<file path="src/rtl/octal_conv_pkg.sv">
package octal_conv_pkg;
    // Frame layout
    localparam int          FRAME_BITS      = 24;
    localparam int          ADDR_HI         = 23;
    localparam int          ADDR_LO         = 16;
    localparam int          DATA_HI         = 15;
    localparam int          CODE_HI         = 11;
    localparam int          CODE_LO         = 2;
    localparam int          CODE_W          = 10;
    localparam int          NUM_CH          = 8;
    localparam int          CNT_W           = 5;
    // Register addresses
    localparam logic [7:0]  ADDR_SETUP      = 8'h01;
    localparam logic [7:0]  ADDR_TRIGGER    = 8'h02;
    localparam logic [7:0]  ADDR_BROADCAST  = 8'h03;
    localparam logic [7:0]  ADDR_CH_FIRST   = 8'h08;
    localparam logic [7:0]  ADDR_CH_LAST    = 8'h0f;
    // Setup register fields
    localparam int          GLOBAL_PD_BIT   = 8;
    localparam logic [7:0]  CH_PD_RESET     = 8'hff;
    // Trigger register fields
    localparam int          SOFT_RST_HI     = 3;
    localparam logic [3:0]  SOFT_RST_CODE   = 4'ha;
    // Power-up wait the host must respect
    localparam int          POWERUP_WAIT_MS = 5;
endpackage

</file>
<file path="src/rtl/pin_sync.sv">
`timescale 1ns/1ns
// Two-stage synchroniser for one level
module pin_sync
    import octal_conv_pkg::*;
#(
    parameter logic RESET_VAL = 1'b1
) (
    // Clock and reset
    input  wire logic clk,
    input  wire logic rst,
    // Level
    input  wire logic din,
    output logic      dout
);
    logic meta;
    logic next_meta;
    logic next_dout;

    // First stage feeds only the second
    always_comb begin
        next_meta = din;
        next_dout = meta;
    end

    always_ff @(posedge clk or posedge rst) begin
        if (rst) begin
            meta <= RESET_VAL;
            dout <= RESET_VAL;
        end else begin
            meta <= next_meta;
            dout <= next_dout;
        end
    end
endmodule // pin_sync

</file>
<file path="src/rtl/octal_conv_ctrl.sv">
`timescale 1ns/1ns
// Notes on behaviour
// - Frame starts at select low; device acts only at select rising edge.
// - Data input is sampled on each falling serial clock while selected.
// - Frames under 24 falling edges are discarded, nothing changes.
// - Bits after the first 24 of a frame are ignored.
// - Bits 23..16 sent first are address; bits 15..0 are data.
// - Works with continuous or gated serial clock.
// - Link is write-only; no readback and no serial output.
// - Channel writes land in buffer; outputs follow separate active register.
// - Load low before write: active updated at end of frame.
// - Load high before write: active holds; all transfer when load goes low.
// - Clear low forces all buffer and active codes to zero on the clock, after the pin synchroniser.
// - After power-on or any reset all channel codes are zero.
// - Soft reset code 1010 returns all registers to defaults.
// - Amplifiers power down individually or globally via setup register.
// - Channels start powered down until host writes zero to their bit.
// - Setup bit 8 global power-down; bits 7..0 per channel, reset all ones.
// - Broadcast write loads code into every channel; code in bits 11..2.
// - Soft reset field is bits 3..0; other values have no effect.
module octal_conv_ctrl
    import octal_conv_pkg::*;
(
    // Clock and reset
    input  wire logic                     clk,
    input  wire logic                     rst,
    // Serial link pins
    input  wire logic                     frame_sel_n,
    input  wire logic                     serial_clk,
    input  wire logic                     serial_din,
    // Control pins
    input  wire logic                     load_update_n,
    input  wire logic                     clear_outputs_n,
    // Converter side
    output logic [NUM_CH*CODE_W-1:0]      active_codes,
    output logic [NUM_CH-1:0]             channel_powerdown,
    output logic                          global_powerdown
);
    // Synchronised pins
    logic sel_n_s;
    logic sclk_s;
    logic din_s;
    logic load_update_n_s;
    logic clr_s;

    pin_sync #(.RESET_VAL(1'b1)) u_sync_sel  (.clk(clk), .rst(rst), .din(frame_sel_n),
                                              .dout(sel_n_s));
    pin_sync #(.RESET_VAL(1'b0)) u_sync_sclk (.clk(clk), .rst(rst), .din(serial_clk),
                                              .dout(sclk_s));
    pin_sync #(.RESET_VAL(1'b0)) u_sync_din  (.clk(clk), .rst(rst), .din(serial_din),
                                              .dout(din_s));
    pin_sync #(.RESET_VAL(1'b1)) u_sync_load_update_n (.clk(clk), .rst(rst), .din(load_update_n),
                                              .dout(load_update_n_s));
    pin_sync #(.RESET_VAL(1'b1)) u_sync_clr  (.clk(clk), .rst(rst), .din(clear_outputs_n),
                                              .dout(clr_s));

    // Edge history of synchronised levels
    logic sclk_d;
    logic sel_n_d;
    logic load_update_n_d;
    logic sclk_fall;
    logic sel_rise;
    logic load_update_n_fall;

    // Serial capture state
    logic [FRAME_BITS-1:0] shreg;
    logic [CNT_W-1:0]      bit_cnt;
    logic                  load_update_n_at_start;
    logic [FRAME_BITS-1:0] next_shreg;
    logic [CNT_W-1:0]      next_bit_cnt;
    logic                  next_load_update_n_at_start;

    // Register state
    logic [CODE_W-1:0] buf_code [NUM_CH];
    logic [CODE_W-1:0] act_code [NUM_CH];
    logic [CODE_W-1:0] next_buf [NUM_CH];
    logic [CODE_W-1:0] next_act [NUM_CH];
    logic [NUM_CH-1:0] next_ch_pd;
    logic              next_glob_pd;

    // Frame decode
    logic              frame_ok;
    logic [7:0]        f_addr;
    logic [CODE_W-1:0] f_code;

    // Edges are seen only through the sampled clock, so a gated clock is fine
    assign sclk_fall = sclk_d & ~sclk_s;
    assign sel_rise  = ~sel_n_d & sel_n_s;
    assign load_update_n_fall = load_update_n_d & ~load_update_n_s;

    // Serial shift and bit count
    always_comb begin
        next_shreg         = shreg;
        next_bit_cnt       = bit_cnt;
        next_load_update_n_at_start = load_update_n_at_start;
        if (sel_n_s) begin
            next_bit_cnt = '0;
            // Load pin level captured before the write completes
            next_load_update_n_at_start = load_update_n_s;
        end else if (sclk_fall && bit_cnt < CNT_W'(FRAME_BITS)) begin
            next_shreg   = {shreg[FRAME_BITS-2:0], din_s};
            next_bit_cnt = bit_cnt + 1'b1;
        end
    end

    assign frame_ok = sel_rise && (bit_cnt == CNT_W'(FRAME_BITS));
    assign f_addr   = shreg[ADDR_HI:ADDR_LO];
    assign f_code   = shreg[CODE_HI:CODE_LO];

    // Register update on completed frame and load pin
    always_comb begin
        for (int i = 0; i < NUM_CH; i++) begin
            next_buf[i] = buf_code[i];
            next_act[i] = act_code[i];
        end
        next_ch_pd   = channel_powerdown;
        next_glob_pd = global_powerdown;
        // Load falling edge moves all buffers to active together
        if (load_update_n_fall) begin
            for (int i = 0; i < NUM_CH; i++) next_act[i] = buf_code[i];
        end
        if (frame_ok) begin
            if (f_addr == ADDR_SETUP) begin
                next_ch_pd   = shreg[NUM_CH-1:0];
                next_glob_pd = shreg[GLOBAL_PD_BIT];
            end else if (f_addr == ADDR_TRIGGER) begin
                if (shreg[SOFT_RST_HI:0] == SOFT_RST_CODE) begin
                    for (int i = 0; i < NUM_CH; i++) begin
                        next_buf[i] = '0;
                        next_act[i] = '0;
                    end
                    next_ch_pd   = CH_PD_RESET;
                    next_glob_pd = 1'b0;
                end
            end else if (f_addr == ADDR_BROADCAST) begin
                for (int i = 0; i < NUM_CH; i++) begin
                    next_buf[i] = f_code;
                    next_act[i] = f_code;
                end
            end else if (f_addr >= ADDR_CH_FIRST && f_addr <= ADDR_CH_LAST) begin
                next_buf[f_addr[2:0]] = f_code;
                if (!load_update_n_at_start) begin
                    next_act[f_addr[2:0]] = f_code;
                end
            end
        end
        // Clear beats any code write or load edge in the same cycle; a setup frame's power-down update still lands
        if (!clr_s) begin
            for (int i = 0; i < NUM_CH; i++) begin
                next_buf[i] = '0;
                next_act[i] = '0;
            end
        end
    end

    // Edge history and serial state
    always_ff @(posedge clk or posedge rst) begin
        if (rst) begin
            sclk_d        <= 1'b0;
            sel_n_d       <= 1'b1;
            load_update_n_d        <= 1'b1;
            shreg         <= '0;
            bit_cnt       <= '0;
            load_update_n_at_start <= 1'b1;
        end else begin
            sclk_d        <= sclk_s;
            sel_n_d       <= sel_n_s;
            load_update_n_d        <= load_update_n_s;
            shreg         <= next_shreg;
            bit_cnt       <= next_bit_cnt;
            load_update_n_at_start <= next_load_update_n_at_start;
        end
    end

    // Power-down state; clear leaves it alone
    always_ff @(posedge clk or posedge rst) begin
        if (rst) begin
            channel_powerdown <= CH_PD_RESET;
            global_powerdown  <= 1'b0;
        end else begin
            channel_powerdown <= next_ch_pd;
            global_powerdown  <= next_glob_pd;
        end
    end

    // Channel codes; clear is folded into the next values above
    always_ff @(posedge clk or posedge rst) begin
        if (rst) begin
            for (int i = 0; i < NUM_CH; i++) begin
                buf_code[i] <= '0;
                act_code[i] <= '0;
            end
        end else begin
            for (int i = 0; i < NUM_CH; i++) begin
                buf_code[i] <= next_buf[i];
                act_code[i] <= next_act[i];
            end
        end
    end

    // Outputs follow active registers only; no serial output exists
    always_comb begin
        for (int i = 0; i < NUM_CH; i++) begin
            active_codes[i*CODE_W +: CODE_W] = act_code[i];
        end
    end

    // Checks
    a_short_frame_drop: assert property (@(posedge clk) disable iff (rst)
        (sel_rise && bit_cnt != CNT_W'(FRAME_BITS) && !load_update_n_fall && clr_s)
        |=> $stable(active_codes) && $stable(channel_powerdown))
        else $error("short frame changed state");
    a_count_cap: assert property (@(posedge clk) disable iff (rst)
        bit_cnt <= CNT_W'(FRAME_BITS)) else $error("bit count overran");
    a_count_idle: assert property (@(posedge clk) disable iff (rst)
        sel_n_s |=> bit_cnt == '0) else $error("count not cleared");
    a_clear_zero: assert property (@(posedge clk) disable iff (rst)
        !clr_s |=> active_codes == '0) else $error("clear did not zero");
    a_load_copy: assert property (@(posedge clk) disable iff (rst)
        (load_update_n_fall && clr_s && !frame_ok)
        |=> act_code[0] == $past(buf_code[0])) else $error("load transfer missed");
    a_setup_write: assert property (@(posedge clk) disable iff (rst)
        (frame_ok && f_addr == ADDR_SETUP)
        |=> channel_powerdown == $past(shreg[NUM_CH-1:0])) else $error("setup not taken");
    a_soft_reset: assert property (@(posedge clk) disable iff (rst)
        (frame_ok && f_addr == ADDR_TRIGGER && shreg[SOFT_RST_HI:0] == SOFT_RST_CODE)
        |=> channel_powerdown == CH_PD_RESET && active_codes == '0)
        else $error("soft reset failed");
    a_async_update: assert property (@(posedge clk) disable iff (rst)
        (frame_ok && f_addr == ADDR_CH_FIRST && !load_update_n_at_start && clr_s)
        |=> act_code[0] == $past(f_code)) else $error("immediate update missed");
endmodule // octal_conv_ctrl

</file>
<file path="config.mk">
export PLATFORM = sky130hd
export DESIGN_NAME = octal_conv_ctrl
export DESIGN_NICKNAME = d
export VERILOG_FILES = /design/src/rtl/octal_conv_pkg.sv /design/src/rtl/pin_sync.sv /design/src/rtl/octal_conv_ctrl.sv
export SDC_FILE = /design/constraint.sdc
export NUM_CORES = 1
export LEC_CHECK = 0
export ABC_CLOCK_PERIOD_IN_PS = 14760
export BUFFER_PORTS_ARGS = -buffer_cell sky130_fd_sc_hd__buf_2
export CAP_MARGIN = 20
export CORE_MARGIN = 3
export CORE_UTILIZATION = 37
export DETAILED_ROUTE_END_ITERATION = 10
export MAX_ROUTING_LAYER = met4
export PLACE_DENSITY = 0.53
export SETUP_SLACK_MARGIN = 0.1
export SKIP_LAST_GASP = 1
export SYNTH_ARGS = -nofsm -noshare
export SYNTH_HDL_FRONTEND = slang
export SYNTH_SLANG_ARGS = --single-unit
</file>
<file path="constraint.sdc">
create_clock -name clk -period 14.76 [get_ports clk]
set_clock_uncertainty 0.05 [all_clocks]
set_input_delay 2.952 -clock clk [delete_from_list [all_inputs] [get_ports clk]]
set_output_delay 2.952 -clock clk [all_outputs]
set_load 0.01 [all_outputs]
</file>
# ---- Word level (Yosys, flattened, before mapping)
# Cells that the tools add are included.
dict set report totals {
  input_bits 7
  elab_cells 95
  reg_bits 212
  out_inout_bits 89
}
dict set report op_classes {
  n_addsub 1
  eq_ne 9
  order_cmp 5
  muxes 28
  bitwise_logic 8
  reduce_logical 10
}
# op count
set op_table {}
lappend op_table {{$mux W80} 16}
lappend op_table {{$bwmux W80} 2}
lappend op_table {{$demux W10 S3} 1}
lappend op_table {{$mux W8} 3}
lappend op_table {{$eq A8 B2 Y1 const B} 2}
lappend op_table {{$mux W10} 1}
lappend op_table {{$mux W5} 2}
lappend op_table {{$eq A8 B1 Y1 const B} 1}
lappend op_table {{$ge A8 B4 Y1 const B} 1}
lappend op_table {{$le A8 B4 Y1 const B} 1}
lappend op_table {{$reduce_bool A2 Y1} 3}
lappend op_table {{$add A5 B1 Y5 const B} 1}
lappend op_table {{$eq A5 B5 Y1 const B} 1}
lappend op_table {{$lt A5 B5 Y1 const B} 1}
lappend op_table {{$eq A4 B4 Y1 const B} 1}
lappend op_table {{$ge A4 B4 Y1 const B} 1}
lappend op_table {{$logic_and A1 B1 Y1} 4}
lappend op_table {{$lt A4 B1 Y1 const B} 1}
lappend op_table {{$ne A2 B2 Y1 const B} 2}
lappend op_table {{$ne A4 B4 Y1 const B} 1}
lappend op_table {{$not A1 Y1} 4}
lappend op_table {{$not A3 Y4} 1}
lappend op_table {{$reduce_and A4 Y1} 1}
lappend op_table {{$and A1 B1 Y1} 3}
lappend op_table {{4 further kinds} 6}

# ---- Longest topological paths before layout
dict set report depth {
  word_depth 13
  mapped_depth 8
}

# ---- Cells and area by module
# Synthesis repeated with hierarchy kept, for this count alone.
dict set report unflattened {
  hier_cells 938
  hier_area_um2 9831.9
}
# module cells_per_inst area_each_um2 n_inst
set by_module_without_submodules {}
lappend by_module_without_submodules {octal_conv_ctrl 923 9555.4 1}
lappend by_module_without_submodules {{pin_sync at u_sync_clr ...} 3 56.3 3}
lappend by_module_without_submodules {{pin_sync at u_sync_din ...} 3 53.8 2}

# ---- Worst setup path before layout
# OpenSTA, ideal clock, no wires.
dict set report synth_timing {
  path_type {register -> output}
  start {reg channel_powerdown[0]}
  end {out channel_powerdown[0]}
  t_arrival_ps 529
  path_slack_ps 11229
  n_path_buf 0
  stages_incl_launch_ff 1
  cell_sequence {dfstp_2}
}
# element line_no
set synth_rtl {}
lappend synth_rtl {{start, declared} octal_conv_ctrl.sv:36} ;# output logic [NUM_CH-1:0] channel_powerdown,
lappend synth_rtl {{start signal, assigned} octal_conv_ctrl.sv:181} ;# channel_powerdown <= next_ch_pd;
# No word-level cell between the ends.

# ---- Worst setup path after layout
dict set report layout_timing {
  start {reg channel_powerdown[6]}
  end {out channel_powerdown[6]}
}
# No word-level cell between the ends.

==> run_results.csv <==
group,metric,value,unit
power,p_sw,0.350,mW
floorplan,num_rows,58,
floorplan,die_h,169,µm
clock_tree,cts.path.max_buffers,3,
placed_design,numPortBuffers,95,
clock_tree,cts_buffers,24,
setup_path,critPathCaptureType,"primary output",
sta,setup-tns-final,0,ps
power,sw_frac_of_total,26.4,%
sta,period_minus_slack,4170,ps
sta,drv_slew,0,
setup_path,start_kind,"register",
setup_path,crit_fanout,2,
layout,antennaDiodeCount,0,
synth,synth_warnings,0,
sta,hold_violations,0,
synth,synth_nets,903,
sta,period_share,28.2,%
clock_tree,cts-root-buf,"clkbuf_16",
setup_path,path_buf_inv,1,
clock_tree,cts_hold_buffers,0,
route,first_pass_iters,5,
route,final_antenna_net_count,0,
floorplan,core_area,25500,µm²
global_route,grt_max_degree,100,
synth,synth_edf_count,0,
power,clock_power_share,44.7,%
synth,netlist_instances,894,
synth,syn-mean-instance-area,10.9,µm²
synth,ys_seq_elements,212,
sta,worst_slack,10590,ps
floorplan,die-area,28400,µm²
route,dr_total_vias,7820,
route,wirelength,31800,µm
clock_tree,numClockSinks,212,
run_status,status,"completed",
layout,fin_cells,1314,
placed_design,place_inst,1269,
setup_path,critical_path_class,"register to primary output",
route,wire_per_inst,24.2,µm
synth,synth_cell_type_count,72,
min_path,min_path_type,"register to register",
placed_design,gp_congestion,0.925,
placed_design,hpwl,20400,µm
layout,fin_util,44.4,%
layout,fin_area,11400,µm²
setup_path,slowest_delay,530,ps
power,pwr-share-seq,46.8,%
sta,holdWs,296,ps
clock_tree,htree_num_levels,1,
sta,setup-violations-final,0,
power,leakage,5.37,nW
layout,area_delta_synth_final,16.2,%
power,combPwrFrac,8.4,%
power,internal_power,0.976,mW
route,drc,0,
floorplan,start_util,38.3,%
synth,async_flop_share,100,%
sta,tightest_slew,1130,ps
clock_tree,post-cts-setup-buffer-count,0,
global_route,grt_pass1_vias,7738,
global_route,gr-total-overflow,0,
clock_tree,clkLatencyLatePin,510,ps
synth,ys_seq_area_share,54.5,%
floorplan,dieWidth,169,µm
sta,rsz0062_at_grt,"false",
power,ir_drop,83.7,µV
sta,timing.fmax,240,MHz
clock_tree,cts_resized,0,
layout,layout-drive-gt1-share,22.7,%
sta,relSlewSlack,24.4,%
placed_design,dp_slack,10270,ps
synth,ys.flop_type,"dfrtp_1",
route,drt_iter0_drc,619,
clock_tree,cts_tree,"built",
setup_path,slowest_stage,"dfstp_2",
power,power,1.33,mW
floorplan,io_pins,96,
layout,nNetsFinal,976,
setup_path,reg2reg_slack,11230,ps
global_route,grt_pass1_wl,49300,µm
placed_design,placed_area,10500,µm²
clock_tree,cts.reportedPaths.clkPinSlew,60,ps
layout,layout.area.seq,5330,µm²
setup_path,critPathRequiredTime,11760,ps
setup_path,cp_top_family,"flip-flops",
route,vias_per_cell,5.95,
layout,fillers,2469,
setup_path,crit_chain,"buf_2",
global_route,grt_antenna_before_repair,1,
global_route,grt_usage,22.7,%
flow_run,max_cap_viol_count,0,
layout,multi_input_area,4140,µm²
synth,synth_area,9770,µm²
setup_path,critPathArrivalTime,1160,ps
power,power_density,117,nW/µm²
[placed cells by master (no fill, tap or decap), types with 3 or more instances in the layout]
master / synthesis / routed
o2bb2ai_1: 9 / 9
or3_1: 5 / 5
o22a_1: 10 / 10
nand2_1: 68 / 68
inv_1: 9 / 8
o32ai_1: 9 / 9
o21ai_1: 4 / 4
mux2i_1: 81 / 81
or2_2: 4 / 4
clkbuf_8: 0 / 5
o21a_1: 7 / 7
buf_4: 0 / 21
a31oi_1: 4 / 4
nand3_1: 68 / 68
dfrtp_1: 195 / 195
o31ai_1: 15 / 15
a21oi_1: 40 / 39
nor2_1: 35 / 35
o211ai_1: 4 / 4
o41ai_1: 18 / 18
o21ai_0: 35 / 35
dfstp_2: 17 / 17
clkbuf_1: 42 / 4
o22ai_1: 60 / 60
nand3b_1: 3 / 3
nor3_1: 4 / 4
nand2b_1: 6 / 5
clkbuf_16: 0 / 25
mux2_2: 23 / 23
clkinv_2: 0 / 5
or3b_2: 3 / 3
nand4_1: 8 / 8
nor2b_1: 4 / 3
a21oi_2: 4 / 5
a22o_1: 18 / 18
buf_2: 18 / 95
xor2_1: 4 / 4
nor3_2: 4 / 4
[logic make-up (layout without fill, tap and decap cells)]
kind of cell | after synthesis | after routing | share of synthesized area, %
compound gates | 262 | 262 | 18.6
simple gates | 229 | 229 | 11.9
flops | 212 | 212 | 54.5
mux | 104 | 104 | 10.9
buf+inv | 80 | 170 | 3.32
xor+xnor | 5 | 5 | 0.448
fa+ha+maj | 2 | 2 | 0.256
[path summary, 6_finish.rpt]
path | start | endpoint | depth (start not counted)
worst min register to register | u_sync_din.meta | u_sync_din.dout | 0
min in group asynchronous | rst | active_codes[47] | 2
worst max register to register | shreg[22] | active_codes[21] | 5
worst min-delay path | u_sync_din.meta | u_sync_din.dout | 0
max in group asynchronous | rst | buf_code[29] | 3
worst max-delay path | channel_powerdown[6] | channel_powerdown[6] | 1
[state kept, by name (all words and copies together), names as in the netlist, 5 cells and up]
register / cells
channel_powerdown: 8
shreg: 24
bit_cnt: 5
buf_code: 80
active_codes: 80
[Yosys cell counts, drive strengths merged (3+ instances only)]
cell     count  area share (%)
a21oi       44             2.4
a22o        18             1.6
a31oi        4            0.26
buf         26             1.2
clkbuf      43             1.7
dfrtp      195              50
dfstp       17             4.6
inv          9            0.35
mux2        23             2.7
mux2i       81             8.3
nand2       68             2.6
nand2b       6            0.38
nand3       68             3.5
nand3b       3            0.23
nand4        8            0.51
nor2        36             1.4
nor2b        4            0.26
nor3         9            0.78
nor4         4            0.47
o211ai       5            0.44
o21a         7            0.54
o21ai       40             2.1
o22a        10            0.90
o22ai       61             4.0
o2bb2ai      9            0.81
o31ai       15             1.2
o32ai        9            0.81
o41ai       18             1.6
or2          4            0.26
or3          5            0.32
or3b         3            0.27
xor2         4            0.36
[power by group through the flow]
stage | combinational (mW) | sequential [mW] | clock (mW)
2_1_floorplan | 0.0696 | 0.612 | 0
3_3_place_gp | 0.111 | 0.631 | 0
3_5_place_dp | 0.112 | 0.631 | 0
4_1_cts | 0.112 | 0.621 | 0.608
5_1_grt | 0.119 | 0.622 | 0.629
6_report | 0.112 | 0.621 | 0.593
[routing by layer]
layer | global-route usage (%) | vias to the layer above | share of wire (%)
li1 | - | 3535 | -
met1 | 32.5 | 3955 | 46
met2 | 34.4 | 271 | 45
met3 | 3.18 | 59 | 5.9
met4 | 5.83 | 0 | 2.9
met5 | - | - | 0
[cell type report]
type                       instances  area share, %
inverter                          11          0.430
sequential                       212           46.9
clock inverter                     9          0.705
tap                              330           3.64
multi-input combinational        602           36.5
timing repair buffer             116           5.58
clock buffer                      34           6.25
Power figures use the tool's default switching activity.
